[src/verilog/vtr_pkg.sv]
/*
  vtr_pkg: constants for the vlan table read-back block of a three-port
  switch engine: register indices, field positions, reset values, codes.
  Assumes an apb slave with 32-bit data; byte address is four times index.
*/
// Functional notes
// read-only 32-bit data register returns vlan or default vid table contents.
// default vid table read: vid in bits 11:0, priority 14:12, rest zero.
// untagged or null-vid frames take the ingress port default vid.
// with global vlan disable set, every frame takes the port default vid.
// default priority used when no other priority source chose one.
// after reset each port default vid is 1 and priority 0.
// software should not program default vid 0 or fff.
// vlan entry bit 17 is port 2 membership: admit ingress, join egress domain.
// non-member port drops matching frames unless admit-non-member set; no egress.
// bit 16 untags port 2 egress, only when port 2 is hybrid.
// bit 15 is port 1 membership, same behaviour as port 2.
// bit 14 port 1 untag, bit 13 port 0 member, bit 12 port 0 untag.
// entry bits 11:0 hold vid; vid 0 disables the entry.
// pending status set during a table command, cleared on completion.
// data register holds last completed read; reading has no side effect.
package vtr_pkg;
  // register indices; byte address is index times four
  localparam logic [15:0] IDX_CMD = 16'h180b;
  localparam logic [15:0] IDX_WR_DATA = 16'h180d;
  localparam logic [15:0] IDX_RD_DATA = 16'h180e;
  localparam logic [15:0] IDX_CMD_STATE = 16'h1810;
  localparam logic [15:0] IDX_ADMIT = 16'h1840;
  localparam logic [15:0] IDX_EGR_KIND = 16'h1841;
  localparam logic [15:0] IDX_GLOBAL = 16'h1842;
  localparam int ADDR_W = 18;
  // command register fields
  localparam int CMD_IDX_LSB = 0;
  localparam int CMD_IDX_W = 4;
  localparam int CMD_SEL_BIT = 4;
  localparam int CMD_RNW_BIT = 5;
  localparam int CMD_W = 6;
  // table geometry
  localparam int PORTS = 3;
  localparam int ENTRIES = 16;
  localparam int ENTRY_W = 18;
  localparam int VID_W = 12;
  localparam int PRIO_W = 3;
  localparam int PRIO_LSB = 12;
  localparam int UNTAG_P0_BIT = 12;
  localparam int MEMBER_P0_BIT = 13;
  localparam int PVID_W = 15;
  // reset values
  localparam logic [VID_W-1:0] PVID_RESET = 12'h001;
  localparam logic [PRIO_W-1:0] PRIO_RESET = 3'h0;
  localparam logic [31:0] RD_DATA_RESET = 32'h0000_0000;
  localparam logic [VID_W-1:0] NULL_VID = 12'h000;
  // egress port kind, two bits per port
  localparam logic [1:0] EGR_HYBRID = 2'h3;
  localparam int GLOBAL_VLAN_DIS_BIT = 0;
  typedef enum logic [2:0] {
    VTR_IDLE = 3'b001,
    VTR_ACCESS = 3'b010,
    VTR_FINISH = 3'b100
  } vtr_state_t;
endpackage

[src/verilog/vtr_entry_mem.sv]
/*
  vtr_entry_mem: sixteen vlan entries with one write port, one registered
  read port and a combinational vid match port for the frame classifier.
  Assumes one writer at a time; reads and writes are single-cycle strobes.
*/
`timescale 1ns/10ps
module vtr_entry_mem (
  input wire logic pclk,
  input wire logic presetn,
  input wire logic wr_en,
  input wire logic [vtr_pkg::CMD_IDX_W-1:0] wr_addr,
  input wire logic [vtr_pkg::ENTRY_W-1:0] wr_data,
  input wire logic rd_en,
  input wire logic [vtr_pkg::CMD_IDX_W-1:0] rd_addr,
  output logic [vtr_pkg::ENTRY_W-1:0] rd_data_q,
  input wire logic [vtr_pkg::VID_W-1:0] match_vid,
  output logic match_hit,
  output logic [vtr_pkg::ENTRY_W-1:0] match_entry
);
  logic [vtr_pkg::ENTRY_W-1:0] mem_q [vtr_pkg::ENTRIES];
  logic [vtr_pkg::ENTRY_W-1:0] mem_d [vtr_pkg::ENTRIES];
  logic [vtr_pkg::ENTRY_W-1:0] rd_data_d;
  logic [vtr_pkg::ENTRIES-1:0] hit;

  // per entry storage and vid compare; a zero vid never matches
  genvar g;
  generate
    for (g = 0; g < vtr_pkg::ENTRIES; g++) begin : g_ent
      always_comb begin
        mem_d[g] = mem_q[g];
        if (wr_en && (wr_addr == 4'(g))) begin
          mem_d[g] = wr_data;
        end
      end
      always_ff @(posedge pclk or negedge presetn) begin
        if (!presetn) begin
          mem_q[g] <= '0;
        end else begin
          mem_q[g] <= mem_d[g];
        end
      end
      assign hit[g] = (mem_q[g][vtr_pkg::VID_W-1:0] == match_vid) &&
                      (match_vid != vtr_pkg::NULL_VID);
    end
  endgenerate

  // registered read port, holds until the next read
  always_comb begin
    rd_data_d = rd_data_q;
    if (rd_en) begin
      rd_data_d = mem_q[rd_addr];
    end
  end
  always_ff @(posedge pclk or negedge presetn) begin
    if (!presetn) begin
      rd_data_q <= '0;
    end else begin
      rd_data_q <= rd_data_d;
    end
  end

  // lowest matching entry wins if software duplicated a vid
  always_comb begin
    match_hit = 1'b0;
    match_entry = '0;
    for (int i = vtr_pkg::ENTRIES - 1; i >= 0; i--) begin
      if (hit[i]) begin
        match_hit = 1'b1;
        match_entry = mem_q[i];
      end
    end
  end
endmodule

[src/verilog/vtr_classify.sv]
/*
  vtr_classify: per-frame vlan decision. picks the effective vid and
  priority, the ingress drop, the egress member mask and untag mask.
  Assumes the entry match is returned combinationally for eff_vid.
*/
`timescale 1ns/10ps
module vtr_classify (
  input wire logic pclk,
  input wire logic presetn,
  input wire logic rx_valid,
  input wire logic [1:0] rx_port,
  input wire logic rx_tagged,
  input wire logic [vtr_pkg::VID_W-1:0] rx_vid,
  input wire logic rx_prio_chosen,
  input wire logic [vtr_pkg::PRIO_W-1:0] rx_prio,
  input wire logic [vtr_pkg::VID_W-1:0] port_vid,
  input wire logic [vtr_pkg::PRIO_W-1:0] port_prio,
  input wire logic vlan_disable,
  input wire logic [vtr_pkg::PORTS-1:0] admit_nonmember,
  input wire logic [2*vtr_pkg::PORTS-1:0] egress_kind,
  output logic [vtr_pkg::VID_W-1:0] eff_vid,
  input wire logic match_hit,
  input wire logic [vtr_pkg::ENTRY_W-1:0] match_entry,
  output logic fwd_valid_q,
  output logic [vtr_pkg::VID_W-1:0] fwd_vid_q,
  output logic [vtr_pkg::PRIO_W-1:0] fwd_prio_q,
  output logic fwd_drop_q,
  output logic [vtr_pkg::PORTS-1:0] fwd_member_q,
  output logic [vtr_pkg::PORTS-1:0] fwd_untag_q
);
  logic [vtr_pkg::PORTS-1:0] member;
  logic [vtr_pkg::PORTS-1:0] untag;
  logic fwd_valid_d;
  logic [vtr_pkg::VID_W-1:0] fwd_vid_d;
  logic [vtr_pkg::PRIO_W-1:0] fwd_prio_d;
  logic fwd_drop_d;
  logic [vtr_pkg::PORTS-1:0] fwd_member_d;
  logic [vtr_pkg::PORTS-1:0] fwd_untag_d;

  // default vid on untagged, null-vid or vlan-disabled frames
  assign eff_vid = (!rx_tagged || (rx_vid == vtr_pkg::NULL_VID) || vlan_disable) ?
                   port_vid : rx_vid;

  // member/untag pairs per port; untag only bites on hybrid egress
  genvar p;
  generate
    for (p = 0; p < vtr_pkg::PORTS; p++) begin : g_port
      assign member[p] = match_hit && match_entry[vtr_pkg::MEMBER_P0_BIT + 2*p];
      assign untag[p] = match_hit && match_entry[vtr_pkg::UNTAG_P0_BIT + 2*p] &&
                        (egress_kind[2*p +: 2] == vtr_pkg::EGR_HYBRID);
    end
  endgenerate

  // decision captured once per frame
  always_comb begin
    fwd_valid_d = rx_valid;
    fwd_vid_d = fwd_vid_q;
    fwd_prio_d = fwd_prio_q;
    fwd_drop_d = fwd_drop_q;
    fwd_member_d = fwd_member_q;
    fwd_untag_d = fwd_untag_q;
    if (rx_valid) begin
      fwd_vid_d = eff_vid;
      fwd_prio_d = rx_prio_chosen ? rx_prio : port_prio;
      fwd_drop_d = !member[rx_port] && !admit_nonmember[rx_port];
      fwd_member_d = member;
      fwd_untag_d = untag & member;
    end
  end
  always_ff @(posedge pclk or negedge presetn) begin
    if (!presetn) begin
      fwd_valid_q <= 1'b0;
      fwd_vid_q <= '0;
      fwd_prio_q <= '0;
      fwd_drop_q <= 1'b0;
      fwd_member_q <= '0;
      fwd_untag_q <= '0;
    end else begin
      fwd_valid_q <= fwd_valid_d;
      fwd_vid_q <= fwd_vid_d;
      fwd_prio_q <= fwd_prio_d;
      fwd_drop_q <= fwd_drop_d;
      fwd_member_q <= fwd_member_d;
      fwd_untag_q <= fwd_untag_d;
    end
  end
endmodule

[src/verilog/vtr_top.sv]
/*
  vtr_top: vlan table command engine with apb register access and the
  read-back data register, plus the per-frame vlan classifier.
  Assumes apb master timing per protocol; rx_port only 0..2.
*/
`timescale 1ns/10ps
module vtr_top (
  input wire logic pclk,
  input wire logic presetn,
  input wire logic psel,
  input wire logic penable,
  input wire logic pwrite,
  input wire logic [vtr_pkg::ADDR_W-1:0] paddr,
  input wire logic [31:0] pwdata,
  output logic [31:0] prdata,
  output logic pready,
  output logic pslverr,
  input wire logic rx_valid,
  input wire logic [1:0] rx_port,
  input wire logic rx_tagged,
  input wire logic [vtr_pkg::VID_W-1:0] rx_vid,
  input wire logic rx_prio_chosen,
  input wire logic [vtr_pkg::PRIO_W-1:0] rx_prio,
  output logic fwd_valid_q,
  output logic [vtr_pkg::VID_W-1:0] fwd_vid_q,
  output logic [vtr_pkg::PRIO_W-1:0] fwd_prio_q,
  output logic fwd_drop_q,
  output logic [vtr_pkg::PORTS-1:0] fwd_member_q,
  output logic [vtr_pkg::PORTS-1:0] fwd_untag_q
);
  // apb decode
  logic access;
  logic [15:0] idx;
  logic hit_cmd;
  logic hit_wr;
  logic hit_rd;
  logic hit_sts;
  logic hit_adm;
  logic hit_egr;
  logic hit_glb;
  logic mapped;

  // software-visible state
  logic [vtr_pkg::CMD_W-1:0] cmd_q, cmd_d;
  logic [vtr_pkg::ENTRY_W-1:0] wr_data_q, wr_data_d;
  logic [31:0] rd_data_q, rd_data_d;
  logic [vtr_pkg::PORTS-1:0] admit_q, admit_d;
  logic [2*vtr_pkg::PORTS-1:0] egr_kind_q, egr_kind_d;
  logic vlan_dis_q, vlan_dis_d;
  logic pending_q, pending_d;
  vtr_pkg::vtr_state_t state_q, state_d;

  // default vid table, one word per port
  logic [vtr_pkg::VID_W-1:0] pvid_q [vtr_pkg::PORTS];
  logic [vtr_pkg::VID_W-1:0] pvid_d [vtr_pkg::PORTS];
  logic [vtr_pkg::PRIO_W-1:0] pprio_q [vtr_pkg::PORTS];
  logic [vtr_pkg::PRIO_W-1:0] pprio_d [vtr_pkg::PORTS];

  // command fields and table strobes
  logic [vtr_pkg::CMD_IDX_W-1:0] cmd_idx;
  logic cmd_sel_pvid;
  logic cmd_rnw;
  logic port_ok;
  logic mem_wr;
  logic mem_rd;
  logic [vtr_pkg::ENTRY_W-1:0] mem_rdata;
  logic [vtr_pkg::VID_W-1:0] eff_vid;
  logic match_hit;
  logic [vtr_pkg::ENTRY_W-1:0] match_entry;
  logic [vtr_pkg::VID_W-1:0] port_vid;
  logic [vtr_pkg::PRIO_W-1:0] port_prio;

  // zero-wait slave; unmapped or misaligned addresses get pslverr
  assign access = psel && penable;
  assign idx = paddr[17:2];
  assign hit_cmd = (idx == vtr_pkg::IDX_CMD);
  assign hit_wr = (idx == vtr_pkg::IDX_WR_DATA);
  assign hit_rd = (idx == vtr_pkg::IDX_RD_DATA);
  assign hit_sts = (idx == vtr_pkg::IDX_CMD_STATE);
  assign hit_adm = (idx == vtr_pkg::IDX_ADMIT);
  assign hit_egr = (idx == vtr_pkg::IDX_EGR_KIND);
  assign hit_glb = (idx == vtr_pkg::IDX_GLOBAL);
  assign mapped = (paddr[1:0] == 2'h0) &&
                  (hit_cmd || hit_wr || hit_rd || hit_sts || hit_adm || hit_egr || hit_glb);
  assign pready = 1'b1;
  assign pslverr = psel && penable && !mapped;

  // read mux; reads change no state
  always_comb begin
    prdata = 32'h0000_0000;
    if (psel && mapped && !pwrite) begin
      if (hit_cmd) begin
        prdata = {26'h000_0000, cmd_q};
      end else if (hit_wr) begin
        prdata = {14'h0000, wr_data_q};
      end else if (hit_rd) begin
        prdata = rd_data_q;
      end else if (hit_sts) begin
        prdata = {31'h0000_0000, pending_q};
      end else if (hit_adm) begin
        prdata = {29'h0000_0000, admit_q};
      end else if (hit_egr) begin
        prdata = {26'h000_0000, egr_kind_q};
      end else begin
        prdata = {31'h0000_0000, vlan_dis_q};
      end
    end
  end

  assign cmd_idx = cmd_q[vtr_pkg::CMD_IDX_LSB +: vtr_pkg::CMD_IDX_W];
  assign cmd_sel_pvid = cmd_q[vtr_pkg::CMD_SEL_BIT];
  assign cmd_rnw = cmd_q[vtr_pkg::CMD_RNW_BIT];
  // port indices above 2 touch nothing and read back zero
  assign port_ok = (cmd_idx < 4'(vtr_pkg::PORTS));
  assign mem_wr = (state_q == vtr_pkg::VTR_ACCESS) && !cmd_sel_pvid && !cmd_rnw;
  assign mem_rd = (state_q == vtr_pkg::VTR_ACCESS) && !cmd_sel_pvid && cmd_rnw;

  // plain config registers and command capture; command ignored while busy
  always_comb begin
    cmd_d = cmd_q;
    wr_data_d = wr_data_q;
    admit_d = admit_q;
    egr_kind_d = egr_kind_q;
    vlan_dis_d = vlan_dis_q;
    if (access && pwrite && mapped) begin
      if (hit_cmd && !pending_q) begin
        cmd_d = pwdata[vtr_pkg::CMD_W-1:0];
      end
      if (hit_wr) begin
        wr_data_d = pwdata[vtr_pkg::ENTRY_W-1:0];
      end
      if (hit_adm) begin
        admit_d = pwdata[vtr_pkg::PORTS-1:0];
      end
      if (hit_egr) begin
        egr_kind_d = pwdata[2*vtr_pkg::PORTS-1:0];
      end
      if (hit_glb) begin
        vlan_dis_d = pwdata[vtr_pkg::GLOBAL_VLAN_DIS_BIT];
      end
    end
  end
  always_ff @(posedge pclk or negedge presetn) begin
    if (!presetn) begin
      cmd_q <= '0;
      wr_data_q <= '0;
      admit_q <= '0;
      egr_kind_q <= '0;
      vlan_dis_q <= 1'b0;
    end else begin
      cmd_q <= cmd_d;
      wr_data_q <= wr_data_d;
      admit_q <= admit_d;
      egr_kind_q <= egr_kind_d;
      vlan_dis_q <= vlan_dis_d;
    end
  end

  // command engine: accept, access table, capture result
  always_comb begin
    state_d = state_q;
    pending_d = pending_q;
    rd_data_d = rd_data_q;
    case (state_q)
      vtr_pkg::VTR_IDLE: begin
        if (access && pwrite && hit_cmd && mapped) begin
          state_d = vtr_pkg::VTR_ACCESS;
          pending_d = 1'b1;
        end
      end
      vtr_pkg::VTR_ACCESS: begin
        state_d = vtr_pkg::VTR_FINISH;
      end
      vtr_pkg::VTR_FINISH: begin
        state_d = vtr_pkg::VTR_IDLE;
        pending_d = 1'b0;
        if (cmd_rnw && cmd_sel_pvid) begin
          rd_data_d = port_ok ? {17'h0_0000, pprio_q[cmd_idx[1:0]], pvid_q[cmd_idx[1:0]]} :
                      32'h0000_0000;
        end else if (cmd_rnw) begin
          rd_data_d = {14'h0000, mem_rdata};
        end
      end
      default: begin
        state_d = vtr_pkg::VTR_IDLE;
        pending_d = 1'b0;
      end
    endcase
  end
  always_ff @(posedge pclk or negedge presetn) begin
    if (!presetn) begin
      state_q <= vtr_pkg::VTR_IDLE;
      pending_q <= 1'b0;
      rd_data_q <= vtr_pkg::RD_DATA_RESET;
    end else begin
      state_q <= state_d;
      pending_q <= pending_d;
      rd_data_q <= rd_data_d;
    end
  end

  // default vid table; software should avoid vid 0 and fff here
  genvar p;
  generate
    for (p = 0; p < vtr_pkg::PORTS; p++) begin : g_pvid
      always_comb begin
        pvid_d[p] = pvid_q[p];
        pprio_d[p] = pprio_q[p];
        if ((state_q == vtr_pkg::VTR_ACCESS) && cmd_sel_pvid && !cmd_rnw &&
            (cmd_idx == 4'(p))) begin
          pvid_d[p] = wr_data_q[vtr_pkg::VID_W-1:0];
          pprio_d[p] = wr_data_q[vtr_pkg::PRIO_LSB +: vtr_pkg::PRIO_W];
        end
      end
      always_ff @(posedge pclk or negedge presetn) begin
        if (!presetn) begin
          pvid_q[p] <= vtr_pkg::PVID_RESET;
          pprio_q[p] <= vtr_pkg::PRIO_RESET;
        end else begin
          pvid_q[p] <= pvid_d[p];
          pprio_q[p] <= pprio_d[p];
        end
      end
    end
  endgenerate

  // rx_port 3 falls back to port 0 defaults
  assign port_vid = (rx_port < 2'(vtr_pkg::PORTS)) ? pvid_q[rx_port] : pvid_q[0];
  assign port_prio = (rx_port < 2'(vtr_pkg::PORTS)) ? pprio_q[rx_port] : pprio_q[0];

  vtr_entry_mem u_mem (
    .pclk(pclk),
    .presetn(presetn),
    .wr_en(mem_wr),
    .wr_addr(cmd_idx),
    .wr_data(wr_data_q),
    .rd_en(mem_rd),
    .rd_addr(cmd_idx),
    .rd_data_q(mem_rdata),
    .match_vid(eff_vid),
    .match_hit(match_hit),
    .match_entry(match_entry)
  );

  vtr_classify u_cls (
    .pclk(pclk),
    .presetn(presetn),
    .rx_valid(rx_valid),
    .rx_port(rx_port),
    .rx_tagged(rx_tagged),
    .rx_vid(rx_vid),
    .rx_prio_chosen(rx_prio_chosen),
    .rx_prio(rx_prio),
    .port_vid(port_vid),
    .port_prio(port_prio),
    .vlan_disable(vlan_dis_q),
    .admit_nonmember(admit_q),
    .egress_kind(egr_kind_q),
    .eff_vid(eff_vid),
    .match_hit(match_hit),
    .match_entry(match_entry),
    .fwd_valid_q(fwd_valid_q),
    .fwd_vid_q(fwd_vid_q),
    .fwd_prio_q(fwd_prio_q),
    .fwd_drop_q(fwd_drop_q),
    .fwd_member_q(fwd_member_q),
    .fwd_untag_q(fwd_untag_q)
  );
endmodule

[config.mk]
export PLATFORM = sky130hd
export DESIGN_NAME = vtr_top
export DESIGN_NICKNAME = d
export VERILOG_FILES = /design/src/verilog/vtr_pkg.sv /design/src/verilog/vtr_entry_mem.sv /design/src/verilog/vtr_classify.sv /design/src/verilog/vtr_top.sv
export SDC_FILE = /design/constraint.sdc
export NUM_CORES = 1
export LEC_CHECK = 0
export BUFFER_PORTS_ARGS = -buffer_cell sky130_fd_sc_hd__buf_2
export CORE_MARGIN = 3
export CORE_UTILIZATION = 60
export CTS_BUF_LIST = sky130_fd_sc_hd__clkbuf_4 sky130_fd_sc_hd__clkbuf_8
export CTS_CLUSTER_DIAMETER = 100
export CTS_CLUSTER_SIZE = 10
export DETAILED_ROUTE_END_ITERATION = 12
export PLACE_DENSITY = 0.84
export SYNTH_ARGS = -nofsm -noshare
export SYNTH_HDL_FRONTEND = slang
export SYNTH_HIERARCHICAL = 1
export SYNTH_SLANG_ARGS = --single-unit
[constraint.sdc]
create_clock -name pclk -period 4.9 [get_ports pclk]
set_input_delay 0.245 -clock pclk [delete_from_list [all_inputs] [get_ports pclk]]
set_output_delay 0.245 -clock pclk [all_outputs]
set_load 0.005 [all_outputs]
* Word level (Yosys, flattened, before mapping)
Index checks and enable logic that the tools add are counted.
** Storage, ports and cells
- Output and inout bits :: 57
- Bits in registers :: 444
- Input port bits :: 75
- Word-level logic and storage cells :: 251
** Operators by class
- Equal/unequal tests :: 45
- Mux-type cells :: 69
- $lt $le $gt $ge :: 6
- Reductions and logical operators :: 89
- Bitwise operators :: 5
** Operators by type and width (count)
- two-way mux 18 bit :: 18
- equality test 12 bit :: 16
- two-way mux 32 bit :: 6
- equality test 16 x 13 -> 1 bit, second input constant :: 7
- binary-select mux 18 bit (select 4 bit) :: 1
- two-way mux 12 bit :: 6
- logical AND 1 bit :: 61
- binary-select mux 12 bit (select 2 bit) :: 2
- equality test 4 bit, second input constant :: 8
- two-way mux 3 bit :: 7
- two-way mux 1 bit :: 19
- two-way mux 6 bit :: 3
- equality test 4 x 3 -> 1 bit, second input constant :: 4
- two-way mux 15 bit :: 1
- AND reduction 2 bit :: 7
- binary-select mux 3 bit (select 2 bit) :: 2
- logical NOT 12 bit :: 1
- nonzero test 12 bit :: 1
- equality test 4 x 2 -> 1 bit, second input constant :: 2
- logical NOT 1 bit :: 8
- logical OR 1 bit :: 8
- equality test 2 bit, second input constant :: 3
- >= comparator 3 bit, second input constant :: 2
- NOT 2 -> 3 bit :: 2
- other kinds (18) :: 19

* Depth between registers and ports, before layout
- Depth in word-level cells :: 29
- Gate-level depth with buffers :: 22
- Gate-level depth less buffers :: 17

* Modules after synthesis
Netlist, hierarchy kept.
** Modules (own cells, without submodules)
- vtr_entry_mem :: sequential area each 7657.3 sq um, cells each 1532, times used 1, area an instance 18851.8 sq um
- vtr_top :: sequential area each 2532.4 sq um, cells each 500, times used 1, area an instance 5348.9 sq um
- vtr_classify :: sequential area each 575.6 sq um, cells each 148, times used 1, area an instance 1333.8 sq um

* Least setup slack after synthesis
Ideal clock, no wire load.
- Kind :: input to register
- From :: in rx_port[0]
- To :: reg u_cls.fwd_drop_q
- Data arrival time :: 3.625 ns
- Cell stages on the path :: 21
- Buffers on the path :: 5
- Data required time :: 4.818 ns
- Slack :: 1.193 ns
- Library setup time :: 0.082 ns
- Path through :: nand2b_1 nand2_1 clkbuf_1 nor2_1 nor2_1 nand4_1 nand3_1 buf_6 buf_8 xnor2_1 nand4_1 or4_4 buf_6 buf_6 mux2i_1 o211ai_1 a21oi_1 o21ai_1 a2111oi_0 a21oi_1 a31oi_1
** On the way
- Longest elaborated chain between the ends :: 29
- Elaborated cells on any way between the ends :: 82
- Classes of those cells :: order compare (1); eq/ne (16); mux (41); bitwise (1); reduce/logical (23)
** RTL lines
- start: declaration :: RTL line vtr_top.sv:19 : input wire logic [1:0] rx_port,
- NOT 2 -> 3 bit (not written as such) :: RTL line vtr_top.sv:228 : assign port_vid = (rx_port < 2'(vtr_pkg::PORTS)) ? pvid_q[rx_port] : pvid_q[0];
- binary-select mux 12 bit (select 2 bit) :: RTL line vtr_top.sv:228
- two-way mux 12 bit (not written as such) (2 in a row) :: RTL line vtr_top.sv:228
- two-way mux 12 bit (*) :: RTL line vtr_top.sv:228
- net port_vid (one bit) :: RTL line vtr_top.sv:70 : logic [vtr_pkg::VID_W-1:0] port_vid;
- two-way mux 12 bit (*) :: RTL line vtr_classify.sv:41 : assign eff_vid = (!rx_tagged || (rx_vid == vtr_pkg::NULL_VID) || vlan_disable) ?
- net eff_vid (one bit) :: RTL line vtr_top.sv:67 : logic [vtr_pkg::VID_W-1:0] eff_vid;
- equality test 12 bit or nonzero test 12 bit (tied branches) :: RTL line vtr_entry_mem.sv:42, vtr_entry_mem.sv:43
- logical AND 1 bit :: RTL line vtr_entry_mem.sv:42 : assign hit[g] = (mem_q[g][vtr_pkg::VID_W-1:0] == match_vid) &&
- two-way mux 18 bit (15 in a row) :: RTL line vtr_entry_mem.sv:67 : if (hit[i]) begin
- two-way mux 18 bit (*) :: RTL line vtr_entry_mem.sv:67
- net match_entry (one bit) :: RTL line vtr_top.sv:69 : logic [vtr_pkg::ENTRY_W-1:0] match_entry;
- logical AND 1 bit (*) :: RTL line vtr_classify.sv:48 : assign member[p] = match_hit && match_entry[vtr_pkg::MEMBER_P0_BIT + 2*p];
- binary-select mux 1 bit (select 2 bit) (*) :: RTL line vtr_classify.sv:65 : fwd_drop_d = !member[rx_port] && !admit_nonmember[rx_port];
- two-way mux 1 bit (not written as such) (*) :: RTL line vtr_classify.sv:65
- logical NOT 1 bit (*) :: RTL line vtr_classify.sv:65
- logical AND 1 bit (*) :: RTL line vtr_classify.sv:65
- end signal: assignment :: RTL line vtr_classify.sv:82 : fwd_drop_q <= fwd_drop_d;
- end: declaration :: RTL line vtr_classify.sv:27 : output logic fwd_drop_q,
The timed path passes the listed nets; every way through them passes the cells marked *. The select of a mux whose other input is x is not followed.
A chain may end at the register's enable or synchronous reset.

* Final worst setup path
- From :: reg vlan_dis_q
- To :: reg u_cls.fwd_drop_q
** On the way
- Longest elaborated chain between the ends :: 25
- Elaborated cells on any way between the ends :: 74
- Classes of those cells :: eq/ne (16); mux (35); reduce/logical (23)
** RTL lines
- start: declaration :: RTL line vtr_top.sv:49 : logic vlan_dis_q, vlan_dis_d;
- start signal: assignment :: RTL line vtr_top.sv:155 : vlan_dis_q <= vlan_dis_d;
- logical OR 1 bit (*) :: RTL line vtr_classify.sv:41
- two-way mux 12 bit (*) :: RTL line vtr_classify.sv:41
- net eff_vid (one bit) :: RTL line vtr_top.sv:67
- equality test 12 bit or nonzero test 12 bit (tied branches) :: RTL line vtr_entry_mem.sv:42, vtr_entry_mem.sv:43
- logical AND 1 bit :: RTL line vtr_entry_mem.sv:42
- two-way mux 18 bit (15 in a row) :: RTL line vtr_entry_mem.sv:67
- two-way mux 18 bit (*) :: RTL line vtr_entry_mem.sv:67
- net match_entry (one bit) :: RTL line vtr_top.sv:69
- logical AND 1 bit (*) :: RTL line vtr_classify.sv:48
- binary-select mux 1 bit (select 2 bit) (*) :: RTL line vtr_classify.sv:65
- two-way mux 1 bit (not written as such) (*) :: RTL line vtr_classify.sv:65
- logical NOT 1 bit (*) :: RTL line vtr_classify.sv:65
- logical AND 1 bit (*) :: RTL line vtr_classify.sv:65
Marks and branches as above.

==> results.toml <==
[routing]
route.met3.wl_mm = 7.20
routedWlPerCell_um = 27.8
dr_wl_met2_mm = 33.2
vias = 17800
ant_nets = 0
drtPass1Iterations = 8
wirelength_met1_mm = 27.4
drc_errors = 0
drt-total-wl_mm = 72.1
viasPerCell = 6.86
topRoutingLayerUsed = "met5"
drtIter0Drc = 1926

[sta]
slew_violations = 0
max_clock_freq_mhz = 209
min_period_ns = 4.78
slew-limit-headroom = 0.107
rsz0062_at_grt = "no"
period_share = 0.975
setup_viol = 0
hold_viol = 0
worst_pin_slew_ns = 1.34
finalSetupTns_ns = 0
skew_ns = 0.0215

[finish]
area_delta_synth_final_pct = 8.38
drive_above_1_share = 0.378
fillers = 2823
antenna_cells = 0
nets = 2141
final_cell_mix = "dfrtp_1, mux2_2, xor2_1"
final_area_um2 = 26100
layout_commonest_cell = "dfrtp_1"

[floorplan]
die_w_um = 207
core_um2 = 39200
num_rows = 72
fp.dieArea_um2 = 42600
chipHeight_um = 207
num_io_pins = 132
start_util = 0.616

[placed_design]
placed_area_um2 = 24900
numPortBuffers = 102
globalplace.congestion = 0.985
hpwl_mm = 50.1

[power]
p_leak_nw = 12.1
p_sw_mw = 1.67
sequentialPowerShare = 0.553
peakVddDrop_uv = 224
p_int_mw = 4.78
p_comb_frac = 0.097
swShare = 0.259
p_per_area_nw_per_um2 = 247
clockPowerShare = 0.350

[global_routing]
grt_pass1_vias = 18100
grtUsageTotal = 0.339
grt_first_pass_wirelength_mm = 109
grt_max_degree = 135
antenna_found_initial = 4
overflow = 0

[job]
max_cap_viol_count = 0

[synth]
netlist_instances = 1964
syn-cell-area_um2 = 24100
avgSynthCellArea_um2 = 12.3
ys.warnings.count = 6

[setup_path]
crit_path_max_fanout = 12
worstSetupPathType = "flop to flop"
worst_ep_required_time_ns = 5.36
end_kind = "flop"
critPathArrivalTime_ns = 5.24
startpoint_type = "flop"

[status]
outcome = "completed"

[clocking]
cts_tree = "built"
cts_buffers = 48
cts_num_sinks = 430
clockBufferDepth = 3
insertion_delay_ns = 0.63
htreeDepth = 2
cts_root_buffer = "clkbuf_8"
clk_pin_slew_ns = 0.08

[min_path]
hp-class = "primary input to flop"
through the flow:
step	hold WS, ns	utilization	setup slack, ns	cells	power (mW)
final	0.0737	0.667	0.124	2596	6.46
after global routing	0.0411	0.667	0.0198	2596	6.67
after CTS	0.00889	0.665	0.164	2595	6.47
after detailed placement	0.408	0.636	0.0489	2495	4.22
after global placement	0.404	0.636	0.144	2495	4.21
after floorplan	-0.0506	-	1.26	1977	3.99
power groups by stage:
stage	clock network [mW]	logic, mW	registers (mW)
2_1_floorplan	0	0.354	3.64
3_3_place_gp	0	0.572	3.64
3_5_place_dp	0	0.581	3.64
4_1_cts	2.29	0.609	3.57
5_1_grt	2.43	0.671	3.57
6_report	2.26	0.626	3.57
critical path, cell delays in order (launching register included):
cell,delay [ns]
dfrtp_1,0.47
nand2b_1,0.47
nand2_1,0.25
nand3_1,0.36
buf_4,0.33
xor2_1,0.18
nor4_1,0.37
nand4_1,0.33
and2_1,0.36
a2111oi_0,0.43
buf_4,0.20
a221oi_1,0.10
o22ai_1,0.32
a21oi_1,0.12
o21ai_0,0.20
a31oi_1,0.10
registers in the layout, indices dropped and copies added (netlist names), 3 cells and up:
register and count:
admit_q 3, cmd_q 6, egr_kind_q 6, pprio_q 9, pvid_q 36, rd_data_q 18
state_q 3, u_cls/fwd_member_q 3, u_cls/fwd_prio_q 3, u_cls/fwd_untag_q 3, u_cls/fwd_vid_q 12, u_mem/mem_q 288
u_mem/rd_data_q 18, wr_data_q 18
per-layer routing:
| layer | vias up | global-route usage |
|---|---|---|
| li1 | 7411 | - |
| met1 | 9075 | 0.443 |
| met2 | 1067 | 0.536 |
| met3 | 242 | 0.0780 |
| met4 | 6 | 0.168 |
| met5 | - | 0 |
final cells by class:
cell class | instances | area, um2 | area share
clock inverter | 1 | 8.76 | 0.000335
multi-input combinational | 1349 | 12400 | 0.473
inverter | 18 | 67.6 | 0.00258
sequential | 430 | 10800 | 0.412
timing repair buffer | 219 | 1520 | 0.0581
tap | 518 | 648 | 0.0248
clock buffer | 61 | 771 | 0.0295
timing repair:
action / in CTS / in global routing
hold endpoints to repair: 164 / 0
hold buffers: 38 / 0
gates resized for setup: 0 / 12
endpoints found under the setup margin: 0 / 7
buffers inserted: 0 / 1
worst paths after layout:
path | start | end | slack, ns | depth (start not counted)
worst min-delay path | rx_port[0] | u_cls/fwd_drop_q$_DFFE_PN0P_ | 0.07 | 3
worst max register to register | vlan_dis_q$_DFFE_PN0P_ | u_cls/fwd_drop_q$_DFFE_PN0P_ | 0.12 | 15
worst max-delay path | vlan_dis_q$_DFFE_PN0P_ | u_cls/fwd_drop_q$_DFFE_PN0P_ | 0.12 | 15
worst min register to register | u_mem/rd_data_q[13]$_DFFE_PN0P_ | u_mem/rd_data_q[13]$_DFFE_PN0P_ | 0.51 | 1
min in group asynchronous | presetn | u_cls/fwd_vid_q[3]$_DFFE_PN0P_ | 0.32 | 2
max in group asynchronous | presetn | u_mem/mem_q[120]$_DFFE_PN0P_ | 3.27 | 3
Power figures use the tool's default switching activity.
